File: src/core/bscu_pkg.sv
// Shared types and constants for the barrel shifter carry unit
package bscu_pkg;
  localparam int unsigned DATA_W = 32;
  localparam int unsigned LEN_W = 8;
  localparam logic [7:0] LEN_ZERO = 8'h00;
  localparam logic [7:0] LEN_WORD = 8'h20;
  localparam logic [7:0] LEN_OVER = 8'h21;
  localparam int unsigned SIGN_BIT = 31;

  typedef enum logic [2:0] {
    BSCU_LOGICAL_SHIFT_LEFT = 3'h0,
    BSCU_LOGICAL_SHIFT_RIGHT = 3'h1,
    BSCU_ARITH_SHIFT_RIGHT = 3'h3,
    BSCU_ROTATE_RIGHT = 3'h2,
    BSCU_ROTATE_THROUGH_CARRY = 3'h6
  } bscu_shift_e;

  typedef struct packed {
    logic [31:0] shift_source_reg;
    bscu_shift_e kind;
    logic [7:0] length;
    logic carry_in;
    logic flag_setting;
    logic from_second_operand;
  } bscu_req_s;

  typedef struct packed {
    logic [31:0] result;
    logic carry_out;
    logic carry_update;
    logic to_second_operand;
  } bscu_resp_s;
endpackage : bscu_pkg

File: src/core/bscu_shifter.sv
// Barrel shifter with carry-flag update, one registered stage
// Notes on behaviour
// - Serves standalone shifts and second-operand shifts
// - Zero length passes source unchanged, except for through-carry
// - Carry updates only with flag setting on a known kind; zero length blocks it except for through-carry
// - Arithmetic right fills with original sign
// - Arithmetic right carry is bit n-1
// - Arithmetic right 32+ gives all sign bits
// - Arithmetic right 32+ carry is bit 31
// - Logical right fills upper bits with zero
// - Logical right carry is bit n-1
// - Logical 32+ gives zero; 33+ carry zero
// - Logical left fills lower bits with zero
// - Left carry bit 32-n; zero leaves carry
// - Rotate right wraps low bits to top
// - Rotate right carry is bit n-1
// - Rotate by 32 keeps value, carry bit 31
// - Rotate above 32 equals length minus 32
// - Through-carry shifts one, carry into bit 31
// - Through-carry flagging sets carry from bit 0
// - Omitted shift is left by zero
module bscu_shifter (
  input wire logic i_clk,
  input wire logic i_reset_n,
  input wire bscu_pkg::bscu_req_s i_req,
  output bscu_pkg::bscu_resp_s o_resp
);

  // Outputs are registered so the result lands on a clean edge; the
  // shift itself is one combinational level ahead of that flop.
  bscu_pkg::bscu_resp_s resp_reg;
  bscu_pkg::bscu_resp_s resp_next;

  logic [31:0] src;
  logic [7:0] len;
  logic [4:0] amt;
  logic [63:0] dbl;
  logic [63:0] rot_pair;
  logic sign;
  logic kind_known;

  assign src = i_req.shift_source_reg;
  assign len = i_req.length;
  assign amt = len[4:0];
  assign sign = src[bscu_pkg::SIGN_BIT];
  assign rot_pair = {src, src};

  always_comb begin
    resp_next = '0;
    dbl = '0;
    kind_known = 1'b1;
    // The source is only read here, never written back
    resp_next.result = src;
    resp_next.carry_out = i_req.carry_in;
    resp_next.to_second_operand = i_req.from_second_operand;
    unique case (i_req.kind)
      bscu_pkg::BSCU_LOGICAL_SHIFT_LEFT: begin
        if (len == bscu_pkg::LEN_ZERO) begin
          resp_next.result = src;
        end else if (len < bscu_pkg::LEN_WORD) begin
          dbl = {32'h0000_0000, src} << amt;
          resp_next.result = dbl[31:0];
          resp_next.carry_out = dbl[32];
        end else begin
          resp_next.result = '0;
          resp_next.carry_out = (len == bscu_pkg::LEN_WORD) ? src[0]
                                                            : 1'b0;
        end
      end
      bscu_pkg::BSCU_LOGICAL_SHIFT_RIGHT: begin
        if (len == bscu_pkg::LEN_ZERO) begin
          resp_next.result = src;
        end else if (len < bscu_pkg::LEN_WORD) begin
          dbl = {src, 32'h0000_0000} >> amt;
          resp_next.result = dbl[63:32];
          resp_next.carry_out = dbl[31];
        end else begin
          resp_next.result = '0;
          resp_next.carry_out = (len == bscu_pkg::LEN_WORD) ? sign : 1'b0;
        end
      end
      bscu_pkg::BSCU_ARITH_SHIFT_RIGHT: begin
        if (len == bscu_pkg::LEN_ZERO) begin
          resp_next.result = src;
        end else if (len < bscu_pkg::LEN_WORD) begin
          dbl = 64'($signed({src, 32'h0000_0000}) >>> amt);
          resp_next.result = dbl[63:32];
          resp_next.carry_out = dbl[31];
        end else begin
          resp_next.result = {32{sign}};
          resp_next.carry_out = sign;
        end
      end
      bscu_pkg::BSCU_ROTATE_RIGHT: begin
        // Past a zero length only the low five bits matter: n>=32 uses n mod 32, and 0 acts as 32
        if (len == bscu_pkg::LEN_ZERO) begin
          resp_next.result = src;
        end else if (amt == 5'h00) begin
          resp_next.result = src;
          resp_next.carry_out = sign;
        end else begin
          dbl = rot_pair >> amt;
          resp_next.result = dbl[31:0];
          resp_next.carry_out = dbl[31];
        end
      end
      bscu_pkg::BSCU_ROTATE_THROUGH_CARRY: begin
        resp_next.result = {i_req.carry_in, src[31:1]};
        resp_next.carry_out = src[0];
      end
      default: begin
        // Unknown codes pass data through and must never touch carry
        resp_next.result = src;
        kind_known = 1'b0;
      end
    endcase
    // Through-carry always moves one place, so its length never gates
    if (i_req.kind == bscu_pkg::BSCU_ROTATE_THROUGH_CARRY) begin
      resp_next.carry_update = i_req.flag_setting;
    end else begin
      resp_next.carry_update = i_req.flag_setting && kind_known &&
                               (len != bscu_pkg::LEN_ZERO);
    end
    if (!resp_next.carry_update) begin
      resp_next.carry_out = i_req.carry_in;
    end
  end

  always_ff @(posedge i_clk or negedge i_reset_n) begin
    if (!i_reset_n) begin
      resp_reg <= '0;
    end else begin
      resp_reg <= resp_next;
    end
  end

  assign o_resp = resp_reg;

  a_zero_pass: assert property (
    @(posedge i_clk) disable iff (!i_reset_n)
    (i_req.length == bscu_pkg::LEN_ZERO &&
     i_req.kind != bscu_pkg::BSCU_ROTATE_THROUGH_CARRY)
    |=> (o_resp.result == $past(i_req.shift_source_reg)
         && !o_resp.carry_update))
    else $error("zero length altered data or carry");

  a_left_zero: assert property (
    @(posedge i_clk) disable iff (!i_reset_n)
    (i_req.kind == bscu_pkg::BSCU_LOGICAL_SHIFT_LEFT &&
     i_req.length == bscu_pkg::LEN_ZERO)
    |=> (o_resp.result == $past(i_req.shift_source_reg) &&
         o_resp.carry_out == $past(i_req.carry_in)))
    else $error("omitted shift changed data or carry");

  a_carry_gate: assert property (
    @(posedge i_clk) disable iff (!i_reset_n)
    (!i_req.flag_setting) |=> !o_resp.carry_update)
    else $error("carry updated without flag setting");

  a_carry_keep: assert property (
    @(posedge i_clk) disable iff (!i_reset_n)
    1'b1 |=> (o_resp.carry_update ||
              o_resp.carry_out == $past(i_req.carry_in)))
    else $error("carry moved without an update strobe");

  a_odd_kind: assert property (
    @(posedge i_clk) disable iff (!i_reset_n)
    (i_req.kind inside {3'h4, 3'h5, 3'h7})
    |=> (o_resp.result == $past(i_req.shift_source_reg) &&
         !o_resp.carry_update))
    else $error("unknown shift kind not passed through");

  a_tag_follow: assert property (
    @(posedge i_clk) disable iff (!i_reset_n)
    1'b1 |=> (o_resp.to_second_operand ==
              $past(i_req.from_second_operand)))
    else $error("second operand tag lost");

  a_asr_fill: assert property (
    @(posedge i_clk) disable iff (!i_reset_n)
    (i_req.kind == bscu_pkg::BSCU_ARITH_SHIFT_RIGHT &&
     i_req.length == 8'h04)
    |=> o_resp.result == {{4{$past(i_req.shift_source_reg[31])}},
                          $past(i_req.shift_source_reg[31:4])})
    else $error("arithmetic shift fill wrong");

  a_asr_carry: assert property (
    @(posedge i_clk) disable iff (!i_reset_n)
    (i_req.kind == bscu_pkg::BSCU_ARITH_SHIFT_RIGHT &&
     i_req.length == 8'h01 && i_req.flag_setting)
    |=> o_resp.carry_out == $past(i_req.shift_source_reg[0]))
    else $error("arithmetic shift carry not bit n-1");

  a_asr_big: assert property (
    @(posedge i_clk) disable iff (!i_reset_n)
    (i_req.kind == bscu_pkg::BSCU_ARITH_SHIFT_RIGHT &&
     i_req.length >= bscu_pkg::LEN_WORD)
    |=> o_resp.result == {32{$past(i_req.shift_source_reg[31])}})
    else $error("wide arithmetic shift not sign filled");

  a_asr_wide_carry: assert property (
    @(posedge i_clk) disable iff (!i_reset_n)
    (i_req.kind == bscu_pkg::BSCU_ARITH_SHIFT_RIGHT &&
     i_req.length >= bscu_pkg::LEN_WORD && i_req.flag_setting)
    |=> o_resp.carry_out == $past(i_req.shift_source_reg[31]))
    else $error("wide arithmetic shift carry not sign");

  a_lsr_fill: assert property (
    @(posedge i_clk) disable iff (!i_reset_n)
    (i_req.kind == bscu_pkg::BSCU_LOGICAL_SHIFT_RIGHT &&
     i_req.length == 8'h01)
    |=> o_resp.result == {1'b0, $past(i_req.shift_source_reg[31:1])})
    else $error("logical right shift fill wrong");

  a_lsr_carry: assert property (
    @(posedge i_clk) disable iff (!i_reset_n)
    (i_req.kind == bscu_pkg::BSCU_LOGICAL_SHIFT_RIGHT &&
     i_req.length == 8'h04 && i_req.flag_setting)
    |=> (o_resp.carry_out == $past(i_req.shift_source_reg[3]) &&
         o_resp.result[31:28] == 4'h0))
    else $error("right shift carry not bit n-1");

  a_lsr_word: assert property (
    @(posedge i_clk) disable iff (!i_reset_n)
    (i_req.kind == bscu_pkg::BSCU_LOGICAL_SHIFT_RIGHT &&
     i_req.length == bscu_pkg::LEN_WORD && i_req.flag_setting)
    |=> (o_resp.result == 32'h0000_0000 &&
         o_resp.carry_out == $past(i_req.shift_source_reg[31])))
    else $error("right shift by word wrong");

  a_lsr_zero: assert property (
    @(posedge i_clk) disable iff (!i_reset_n)
    (i_req.kind == bscu_pkg::BSCU_LOGICAL_SHIFT_RIGHT &&
     i_req.length >= bscu_pkg::LEN_OVER && i_req.flag_setting)
    |=> (o_resp.result == 32'h0000_0000 && !o_resp.carry_out))
    else $error("wide logical shift not cleared");

  a_lsl_wide: assert property (
    @(posedge i_clk) disable iff (!i_reset_n)
    (i_req.kind == bscu_pkg::BSCU_LOGICAL_SHIFT_LEFT &&
     i_req.length >= bscu_pkg::LEN_OVER && i_req.flag_setting)
    |=> (o_resp.result == 32'h0000_0000 && !o_resp.carry_out))
    else $error("wide left shift not cleared");

  a_lsl_fill: assert property (
    @(posedge i_clk) disable iff (!i_reset_n)
    (i_req.kind == bscu_pkg::BSCU_LOGICAL_SHIFT_LEFT &&
     i_req.length == 8'h04)
    |=> o_resp.result == {$past(i_req.shift_source_reg[27:0]), 4'h0})
    else $error("left shift fill wrong");

  a_lsl_carry: assert property (
    @(posedge i_clk) disable iff (!i_reset_n)
    (i_req.kind == bscu_pkg::BSCU_LOGICAL_SHIFT_LEFT &&
     i_req.length == 8'h01 && i_req.flag_setting)
    |=> o_resp.carry_out == $past(i_req.shift_source_reg[31]))
    else $error("left shift carry not bit 32-n");

  a_ror_shape: assert property (
    @(posedge i_clk) disable iff (!i_reset_n)
    (i_req.kind == bscu_pkg::BSCU_ROTATE_RIGHT &&
     i_req.length == 8'h01)
    |=> o_resp.result == {$past(i_req.shift_source_reg[0]),
                          $past(i_req.shift_source_reg[31:1])})
    else $error("rotate right shape wrong");

  a_ror_carry: assert property (
    @(posedge i_clk) disable iff (!i_reset_n)
    (i_req.kind == bscu_pkg::BSCU_ROTATE_RIGHT &&
     i_req.length == 8'h01 && i_req.flag_setting)
    |=> o_resp.carry_out == $past(i_req.shift_source_reg[0]))
    else $error("rotate right carry not bit n-1");

  a_ror_word: assert property (
    @(posedge i_clk) disable iff (!i_reset_n)
    (i_req.kind == bscu_pkg::BSCU_ROTATE_RIGHT &&
     i_req.length == bscu_pkg::LEN_WORD && i_req.flag_setting)
    |=> (o_resp.result == $past(i_req.shift_source_reg) &&
         o_resp.carry_out == $past(i_req.shift_source_reg[31])))
    else $error("rotate by word wrong");

  a_ror_wrap: assert property (
    @(posedge i_clk) disable iff (!i_reset_n)
    (i_req.kind == bscu_pkg::BSCU_ROTATE_RIGHT && i_req.length == 8'h28)
    |=> o_resp.result == {$past(i_req.shift_source_reg[7:0]),
                          $past(i_req.shift_source_reg[31:8])})
    else $error("rotate above word not reduced");

  a_rrx_shape: assert property (
    @(posedge i_clk) disable iff (!i_reset_n)
    (i_req.kind == bscu_pkg::BSCU_ROTATE_THROUGH_CARRY &&
     i_req.flag_setting)
    |=> (o_resp.result[31] == $past(i_req.carry_in) &&
         o_resp.carry_out == $past(i_req.shift_source_reg[0]) &&
         o_resp.carry_update))
    else $error("through-carry rotate wrong");

  a_rrx_carry: assert property (
    @(posedge i_clk) disable iff (!i_reset_n)
    (i_req.kind == bscu_pkg::BSCU_ROTATE_THROUGH_CARRY &&
     i_req.length == bscu_pkg::LEN_ZERO && i_req.flag_setting)
    |=> (o_resp.carry_update &&
         o_resp.carry_out == $past(i_req.shift_source_reg[0])))
    else $error("through-carry carry gated by length");

endmodule // bscu_shifter

File: config.mk
export PLATFORM = sky130hd
export DESIGN_NAME = bscu_shifter
export DESIGN_NICKNAME = d
export VERILOG_FILES = /design/src/core/bscu_pkg.sv /design/src/core/bscu_shifter.sv
export SDC_FILE = /design/constraint.sdc
export NUM_CORES = 1
export LEC_CHECK = 0
export BUFFER_PORTS_ARGS = -buffer_cell sky130_fd_sc_hd__buf_2
export CORE_UTILIZATION = 35
export CTS_BUF_LIST = sky130_fd_sc_hd__clkbuf_8
export DETAILED_ROUTE_END_ITERATION = 7
export PLACE_DENSITY_LB_ADDON = 0.3
export SLEW_MARGIN = 30
export SYNTH_ARGS = -nofsm -noshare
export SYNTH_HDL_FRONTEND = slang
export SYNTH_SLANG_ARGS = --single-unit
File: constraint.sdc
create_clock -name i_clk -period 0.95 [get_ports i_clk]
set_input_delay 0.095 -clock i_clk [delete_from_list [all_inputs] [get_ports i_clk]]
set_output_delay 0.095 -clock i_clk [all_outputs]
set_load 0.005 [all_outputs]
==> results of run 1 <==
[cell usage after synthesis (all sizes together), types with 3 or more instances]
| cell type | number |
|---|---|
| nand2 | 102 |
| mux4 | 85 |
| clkbuf | 76 |
| nor2 | 76 |
| o21ai | 70 |
| a21oi | 66 |
| buf | 50 |
| mux2i | 47 |
| mux2 | 40 |
| dfrtp | 35 |
| nor3 | 20 |
| a211oi | 19 |
| a31oi | 16 |
| o211ai | 16 |
| o22ai | 16 |
| inv | 14 |
| and2 | 12 |
| nand3 | 12 |
| o221ai | 12 |
| a22oi | 10 |
| nand2b | 10 |
| o32ai | 9 |
| a21o | 8 |
| nor2b | 7 |
| o311ai | 7 |
| or3 | 7 |
| a2111oi | 6 |
| a2bb2oi | 6 |
| nor4 | 5 |
| o31ai | 5 |
| a211o | 4 |
| a21boi | 4 |
| a221oi | 4 |
| and3 | 4 |
| o21a | 4 |
| or4 | 4 |
| a221o | 3 |
| a32oi | 3 |
| nor4b | 3 |
| o2111ai | 3 |
| o21bai | 3 |
| o2bb2ai | 3 |
| o31a | 3 |
[final timing paths]
check | from | endpoint | slack [ps] | cells after the start
setup / recovery | i_req[3] | o_resp[34] | -990 | 11
hold / removal | i_req[1] | o_resp[1] | 20 | 3
max in group asynchronous | i_reset_n | o_resp[32] | 440 | 3
min in group asynchronous | i_reset_n | o_resp[1] | 260 | 3
[placed cells by master, fill, tap and decap left out, types with 8 or more instances in the layout]
master,synthesis,final
buf_4,2,379
buf_6,7,43
buf_12,3,43
nand2_2,0,9
a31oi_1,16,13
a21oi_2,0,12
nand3_1,12,10
nor2_1,76,69
mux2_4,1,24
o21ai_0,58,46
buf_8,2,13
a21oi_1,66,51
nand2b_1,10,8
nand2_1,102,92
o221ai_2,0,8
dfrtp_1,35,34
o22ai_1,16,12
o21ai_1,12,17
and2_1,9,8
a211oi_1,19,12
inv_1,12,11
a21o_1,8,8
mux2i_1,45,30
mux2_2,36,16
nor3_1,20,17
mux2i_4,1,10
mux4_2,76,82
o211ai_1,15,15
buf_2,24,68
[per-layer routing]
metal	wire length, um	share of wire (%)
met5	13	0.024
met1	20800	39
met2	22900	43
met3	5930	11
met4	3590	6.7
[power groups by stage]
stage | Sequential (W) | Combinational (W) | Clock [W]
2_1_floorplan | 0.00174 | 0.00304 | 0
3_3_place_gp | 0.00173 | 0.00623 | 0
3_5_place_dp | 0.00173 | 0.00623 | 0
4_1_cts | 0.00170 | 0.00701 | 0.00157
5_1_grt | 0.00172 | 0.00780 | 0.00159
6_report | 0.00170 | 0.00760 | 0.00155
[cell families after synthesis]
family                 after synthesis
DFF                                 35
and+or+nand+nor                    272
muxes                              172
buffers and inverters              143
AOI/OAI and AO/OA                  321
[stage by stage]
step	util (%)	cell area (um^2)	instances
2_1_floorplan	-	8210	943
3_3_place_gp	53.0	11700	1595
3_5_place_dp	53.0	11700	1595
4_1_cts	59.7	13200	1639
5_1_grt	62.1	13700	1662
6_report	62.1	13700	1662
[area by class of cell]
type                            count  share of cell area [%]
Clock buffer                        5                   0.502
Clock inverter                      3                   0.319
Inverter                           16                   0.456
Multi-Input combinational cell    765                    53.1
Sequential cell                    35                    6.40
Tap cell                          280                    2.56
Timing Repair Buffer              558                    36.7
[timing repair]
item                                   4_1_cts  5_1_grt
setup endpoints to repair                   40       41
pin swaps                                   58       50
endpoints found under the hold margin       36        0
resized for setup                          199       82
setup buffers                               30       28
hold buffers                                 2        0
cloned                                       9        1
==> results.py, run 1 <==
metrics = {
    "status": {
        "outcome": "complete, but fails checks",
        "violations": "design-rule violations, negative setup slack",
    },
    "clock_tree": {
        "htreeDepth": 2,
        "cts_sinks": 35,
        "clockRootBuffer": "clkbuf_8",
        "clk_pin_slew_ps": 100,
        "cts_made_buffers": 5,
        "tritoncts": "done",
        "clk_path_buf_depth": 2,
    },
    "timing": {
        "tightestPinTransition_ps": 557,
        "final_hold_viol_count": 0,
        "drv_slew": 0,
        "min_period_over_period_pct": 205,
        "setup_slack_ps": -993,
        "period_needed_ps": 1940,
        "max_freq_ghz": 0.515,
        "setup_tns_ps": -28820,
        "max_slew_margin_pct": 62.4,
        "setup_viol": 39,
        "hold_ws_ps": 19.0,
        "rsz0062_at_grt": "true",
    },
    "pwr": {
        "swShare_pct": 43.4,
        "leakagePower_nw": 5.87,
        "pwr_density_cell_nw_per_um2": 792,
        "peakVddDrop_uv": 499,
        "pwr-share-comb_pct": 70.0,
        "p_switching_w": 0.00471,
        "internal_power_w": 0.00614,
        "p_clk_share_pct": 14.3,
        "p_total_w": 0.0109,
        "p_seq_share_pct": 15.7,
    },
    "logic_synthesis": {
        "synthSimpleGateAreaFrac_pct": 15.9,
        "synthMuxAreaShare_pct": 36.2,
        "yosysWarnings": 0,
        "synth.distinct_cells": 88,
        "synth_top_family_by_area": "multiplexers",
        "synth_edf_count": 0,
        "synth_top_area_cell": "mux4_2",
        "yosysSeqAreaShare_pct": 11.0,
        "netlist_instances": 943,
        "yosysTopAreaCellShare_pct": 21.5,
        "synthTopCellsByArea": "mux4_2 (21%), dfrtp_1 (11%), mux2i_1 (5.6%)",
        "synth_compound_area_share_pct": 27.2,
        "synth-xor-area-share_pct": 0,
        "synth-main-ff-cell": "dfrtp_1",
        "syn_avg_cell_area_um2": 8.46,
        "async_flop_share_pct": 100,
        "syn-cell-area_um2": 7980,
        "synthAdderAreaFrac_pct": 0,
        "synth-seq-cells": 35,
        "syn-num-nets": 991,
    },
    "critical_path": {
        "worst_path_max_delay_cell": "mux4_2",
        "crit_buf_inv": 5,
        "cp_data_arrival_time_ps": 2150,
        "worstPathRequired_ps": 1160,
        "cp_top_family": "buffers and inverters",
        "end_kind": "flop",
        "cp_max_fo": 6,
        "critPathMaxStageDelay_ps": 510,
        "criticalPathCategory": "in2reg",
        "path_cells": "buf_16 > buf_12 > buf_12 > mux4_2 > buf_4 > mux2i_1 > buf_4 > nand2b_4 > a311oi_4 > a221oi_2 > o21ai_1",
        "crit_path_start_kind": "input port",
    },
    "detailed_routing": {
        "wirelength_um": 53100,
        "drc_errors": 1,
        "vias_per_cell": 6.71,
        "initialDrtViolationCount": 1361,
        "avgRoutedWirePerCell_um": 32.0,
        "vias": 11200,
        "firstDrtPassIters": 8,
        "ant_nets": 0,
    },
    "global_route": {
        "busiest_layer": "met2",
        "grtUsageMet2_pct": 67.9,
        "grt_overflow_total": 0,
        "antenna_found_initial": 1,
        "grt.met1_usage_pct": 57.6,
        "grt_usage_pct": 44.7,
        "grt_pass1_wl_um": 75500,
        "first_global_vias": 10800,
        "grt_max_degree": 40,
        "grtUsageMet3_pct": 11.9,
    },
    "place": {
        "post-place-ws_ps": -1780,
        "io_buffers": 82,
        "dp_hpwl_um": 40500,
        "globalplace.congestion": 1.02,
    },
    "job": {
        "max_cap_viol_count": 0,
    },
    "worst_hold_path": {
        "hp-class": "in2reg",
    },
    "final_layout": {
        "layout-drive-gt1-share_pct": 60.2,
        "largest_reg_flops": 35,
        "diodes": 0,
        "regArea_um2": 877,
        "num-fill-cells": 1886,
        "finalNetCount": 1429,
        "multiInputGateArea_um2": 7270,
        "area_growth_pct": 71.8,
    },
    "floorplanning": {
        "start_util_pct": 36.1,
        "chipHeight_um": 153,
        "die_area_um2": 23400,
        "core_area_um2": 22100,
        "die_w_um": 153,
        "ios": 83,
        "rows": 54,
    },
}
Note: power is estimated with default switching activity, not from simulation.
==> run 2: changes to the inputs <==
PLACE_DENSITY = 0.55   (was default)
PLACE_DENSITY_LB_ADDON = default   (was 0.3)
SKIP_LAST_GASP = 1   (was default)
==> run 2 against run 1 <==
Net effect: the run ends with negative setup slack left; via count fell by 3.5%; worst setup slack improved by 52 ps; flip-flop and latch count did not move; critical path depth fell by 4; largest cell class unchanged; clock power barely moved; largest power group unchanged.
==> results.py, run 2 (synthesized netlist as in run 1, its figures left out) <==
metrics = {
    "status": {
        "outcome": "complete, but fails checks",
        "violations": "negative setup slack",
    },
    "detailed_routing": {
        "avgRoutedWirePerCell_um": 30.7,
        "initialDrtViolationCount": 1412,
        "wirelength_um": 49400,
        "drc_errors": 0,
        "vias": 10800,
        "firstDrtPassIters": 6,
        "ant_nets": 0,
        "vias_per_cell": 6.70,
    },
    "pwr": {
        "leakagePower_nw": 5.51,
        "peakVddDrop_uv": 431,
        "p_total_w": 0.0106,
        "pwr_density_cell_nw_per_um2": 806,
    },
    "critical_path": {
        "worst_path_max_delay_cell": "mux4_2",
        "cp_top_family": "multiplexers",
        "crit_path_frequent_cell": "mux4_2",
        "cp_max_fo": 8,
        "end_kind": "flop",
        "worstPathRequired_ps": 1150,
        "crit_path_start_kind": "input port",
        "cp_data_arrival_time_ps": 2090,
        "crit_buf_inv": 3,
        "path_cells": "buf_16 > buf_12 > mux4_2 > mux2i_4 > inv_2 > mux4_2 > a221o_1",
        "critPathMaxStageDelay_ps": 560,
        "criticalPathCategory": "in2reg",
    },
    "global_route": {
        "grt_usage_pct": 41.5,
        "grt_pass1_wl_um": 71300,
        "first_global_vias": 10300,
        "grt_overflow_total": 0,
        "grt_max_degree": 37,
        "antenna_found_initial": 0,
    },
    "timing": {
        "setup_slack_ps": -941,
        "setup_viol": 39,
        "final_hold_viol_count": 0,
        "tightestPinTransition_ps": 617,
        "drv_slew": 0,
        "period_needed_ps": 1890,
        "max_slew_margin_pct": 58.5,
        "rsz0062_at_grt": "true",
        "min_period_over_period_pct": 199,
        "hold_ws_ps": 34.1,
        "max_freq_ghz": 0.529,
    },
    "final_layout": {
        "diodes": 0,
        "layout_commonest_cell": "buf_4",
        "finalNetCount": 1374,
        "largest_reg_flops": 35,
        "area_growth_pct": 65.0,
        "layout.cells.non_filler": 1607,
        "layout-drive-gt1-share_pct": 61.0,
        "layout_common_cells": "buf_4 (341), nand2_1 (88), mux4_2 (84)",
    },
    "clock_tree": {
        "cts_sinks": 35,
        "htreeDepth": 2,
        "clockRootBuffer": "clkbuf_8",
        "tritoncts": "done",
        "clk_pin_slew_ps": 90,
        "clk_path_buf_depth": 2,
        "cts_made_buffers": 5,
    },
    "place": {
        "post-place-ws_ps": -1790,
        "io_buffers": 82,
        "globalplace.congestion": 1.10,
        "dpl.cell_count": 1543,
        "dp_hpwl_um": 37200,
    },
    "floorplanning": {
        "rows": 54,
        "core_area_um2": 22100,
        "die_w_um": 153,
        "chipHeight_um": 153,
        "die_area_um2": 23400,
        "ios": 83,
        "start_util_pct": 36.1,
    },
    "worst_hold_path": {
        "hp-class": "in2reg",
    },
    "job": {
        "max_cap_viol_count": 0,
    },
}
run 2: cell count changes in the layout (fill, tap and decap cells not counted), sizes merged:
cell | previous run | this run
clkbuf | 6 | 7
inv | 14 | 15
buf | 552 | 499
bufbuf | 3 | 0
clkinv | 4 | 3
run 2: cell type report:
cell class | instances | area, um^2
timing repair buffer | 503 | 4320
clock inverter | 3 | 43.8
multi-input combinational | 765 | 7440
fill | 1971 | 8930
sequential | 35 | 877
inverter | 16 | 60.1
clock buffer | 5 | 68.8
tap | 280 | 350
run 2: per-stage QoR:
stage / cell area [um^2] / setup TNS (ps) / utilization (%)
finish: 13200 / -28380 / 59.6
global route: 13200 / -29680 / 59.6
CTS: 12600 / -28020 / 56.8
detailed placement: 11200 / -48510 / 50.8
global placement: 11200 / -48200 / 50.8
floorplan: 8210 / -29670 / -
run 2: timing repair:
action	in CTS	in global routing
endpoints found under the hold margin	36	0
setup endpoints to repair	39	39
hold buffers	2	0
cloned	7	1
buffers inserted	32	27
pin swaps	63	60
gates resized for setup	185	117
run 2: final timing paths:
| kind | startpoint | endpoint | cells after the start |
|---|---|---|---|
| max in group asynchronous | i_reset_n | o_resp[23] | 3 |
| worst min-delay path | i_req[1] | o_resp[1] | 3 |
| worst max-delay path | i_req[3] | o_resp[25] | 7 |
| min in group asynchronous | i_reset_n | o_resp[1] | 3 |
run 2: where the power goes:
part / internal [W] / leakage (nW) / switching [W]
sequential: 0.00164 / 0.423 / 0.0000593
clock: 0.000785 / 0.0581 / 0.000764
combinational: 0.00355 / 5.03 / 0.00381
run 2: routing by layer:
layer  vias to the layer above  global-route usage, %  share of wire (%)
li1                       4464                      -                  -
met1                      5266                   55.9                 39
met2                       830                   62.5                 43
met3                       201                   8.34                 12
met4                         0                   22.3                6.3
met5                         -                      0                  0
==> run 3: changes to the inputs <==
CORE_ASPECT_RATIO = 0.75   (was default)
CTS_BUF_LIST = default   (was sky130_fd_sc_hd__clkbuf_8)
==> run 3 against run 2 <==
Net effect: the run still ends with negative setup slack left; non-clock buffer count rose by 63; sequential share of layout area shrank 0.23 points; wire length increased by 9.5%; core utilization grew 1.6 points; critical path depth is 1 higher; largest cell class unchanged.
==> results.py, run 3 (synthesized netlist as in run 1, its figures left out) <==
metrics = {
    "final_layout": {
        "final_area_um2": 13600,
        "largest_reg_flops": 35,
        "layout_common_cells": "buf_4 (394), nand2_1 (94), mux4_2 (81)",
        "layout-drive-gt1-share_pct": 60.7,
        "num-fill-cells": 1962,
        "regArea_um2": 876,
        "finalNetCount": 1437,
        "area_growth_pct": 70.6,
        "layout_commonest_cell": "buf_4",
        "multiInputGateArea_um2": 7300,
        "layout.cells.non_filler": 1685,
    },
    "detailed_routing": {
        "wl_met2_um": 21400,
        "dr_wl_met3_um": 8030,
        "initialDrtViolationCount": 1828,
        "firstDrtPassIters": 6,
        "wirelength_um": 54000,
        "routed.top_layer": "met4",
        "wirelength_met1_um": 21500,
        "drc_errors": 0,
        "vias": 11200,
        "vias_per_cell": 6.66,
        "ant_nets": 0,
        "avgRoutedWirePerCell_um": 32.1,
    },
    "clock_tree": {
        "clk_pin_slew_ps": 70,
        "cts_made_buffers": 5,
        "cts_sinks": 35,
        "tritoncts": "done",
        "clk_path_buf_depth": 2,
        "clockRootBuffer": "clkbuf_16",
        "htreeDepth": 2,
    },
    "critical_path": {
        "path_cells": "buf_16 > mux4_2 > mux2_2 > buf_4 > mux2i_2 > buf_4 > mux2i_1 > a221o_1",
        "worstPathRequired_ps": 1120,
        "crit_path_frequent_cell": "buf_4",
        "cp.depth": 8,
        "crit_buf_inv": 3,
        "end_kind": "flop",
        "cp-startpoint": "i_req[3]",
        "crit_path_end": "o_resp[31]",
        "cp_max_fo": 6,
        "critPathMaxStageDelay_ps": 540,
        "crit_path_start_kind": "input port",
        "worst_path_max_delay_cell": "mux4_2",
        "cp_top_family": "multiplexers",
        "cp_data_arrival_time_ps": 2220,
        "criticalPathCategory": "in2reg",
    },
    "global_route": {
        "grt_usage_pct": 46.5,
        "grt_max_degree": 40,
        "first_global_vias": 10700,
        "grt_overflow_total": 0,
        "grt_pass1_wl_um": 77300,
        "antenna_found_initial": 1,
    },
    "place": {
        "post-place-ws_ps": -1820,
        "globalplace.congestion": 1.10,
        "place_area_um2": 11700,
        "dp_hpwl_um": 41600,
        "io_buffers": 82,
        "dpl.cell_count": 1622,
    },
    "timing": {
        "rsz0062_at_grt": "true",
        "drv_slew": 0,
        "max_slew_margin_pct": 56.9,
        "setup_tns_ps": -32120,
        "tightestPinTransition_ps": 647,
        "min_period_over_period_pct": 215,
        "period_needed_ps": 2050,
        "setup_viol": 38,
        "hold_ws_ps": 52.9,
        "max_freq_ghz": 0.489,
        "final_hold_viol_count": 0,
        "setup_slack_ps": -1100,
    },
    "floorplanning": {
        "rows": 47,
        "die_w_um": 176,
        "core_area_um2": 22200,
        "start_util_pct": 35.9,
        "die_area_um2": 23400,
        "chipHeight_um": 133,
        "ios": 83,
    },
    "pwr": {
        "leakagePower_nw": 5.80,
        "peakVddDrop_uv": 598,
        "pwr_density_cell_nw_per_um2": 835,
    },
    "worst_hold_path": {
        "hp-class": "in2reg",
        "worstHoldStart": "i_req[1]",
    },
    "job": {
        "max_cap_viol_count": 0,
    },
    "status": {
        "outcome": "complete, but fails checks",
        "violations": "negative setup slack",
    },
}
run 3: worst min-delay path: cells and delay by family:
| family | cells | cell delay (ps) |
|---|---|---|
| AO/OA/AOI/OAI | 1 | 30 |
| buffers and inverters | 1 | 110 |
| AND/OR/NAND/NOR | 1 | 70 |
run 3: cell type report:
type,count,share of cell area [%]
diodes,1,0.0184
clock buffers,7,0.975
clock inverters,1,0.0368
inverters,16,0.478
multi-input cells,765,53.6
flip-flops and latches,35,6.44
well taps,294,2.70
repair buffers,566,35.7
run 3: report_power, final:
part	leakage, nW	internal, W	switching [W]	total (W)
combinational	5.30	0.00388	0.00407	0.00795
sequential	0.424	0.00164	0.0000606	0.00171
clock	0.0679	0.000973	0.000737	0.00171
run 3: how the worst min path moves through the flow:
| stage | endpoint | depth (start not counted) |
|---|---|---|
| global placement | o_resp[30] | 2 |
| global route | o_resp[1] | 3 |
| detailed placement | o_resp[30] | 2 |
| CTS | o_resp[1] | 3 |
| floorplan | o_resp[0] | 0 |
| finish | o_resp[1] | 3 |
run 3: layer usage:
layer | vias to the layer above | GRT usage [%]
met5 | - | 0
met4 | 0 | 21.2
met3 | 169 | 16.3
met2 | 1011 | 63.8
met1 | 5449 | 64.7
li1 | 4601 | -
run 3: what timing repair did:
item,4_1_cts,5_1_grt
hold buffers,2,0
resized for setup,206,63
buffers inserted,42,9
cloned,7,0
pin swaps,62,33
endpoints found under the setup margin,38,39
hold endpoints to repair,36,0
run 3: stage by stage:
stage	power, W	util [%]
5_1_grt	0.0117	61.2
4_1_cts	0.0108	59.8
3_5_place_dp	0.00818	52.7
6_report	0.0114	61.2
2_1_floorplan	0.00477	-
3_3_place_gp	0.00821	52.7
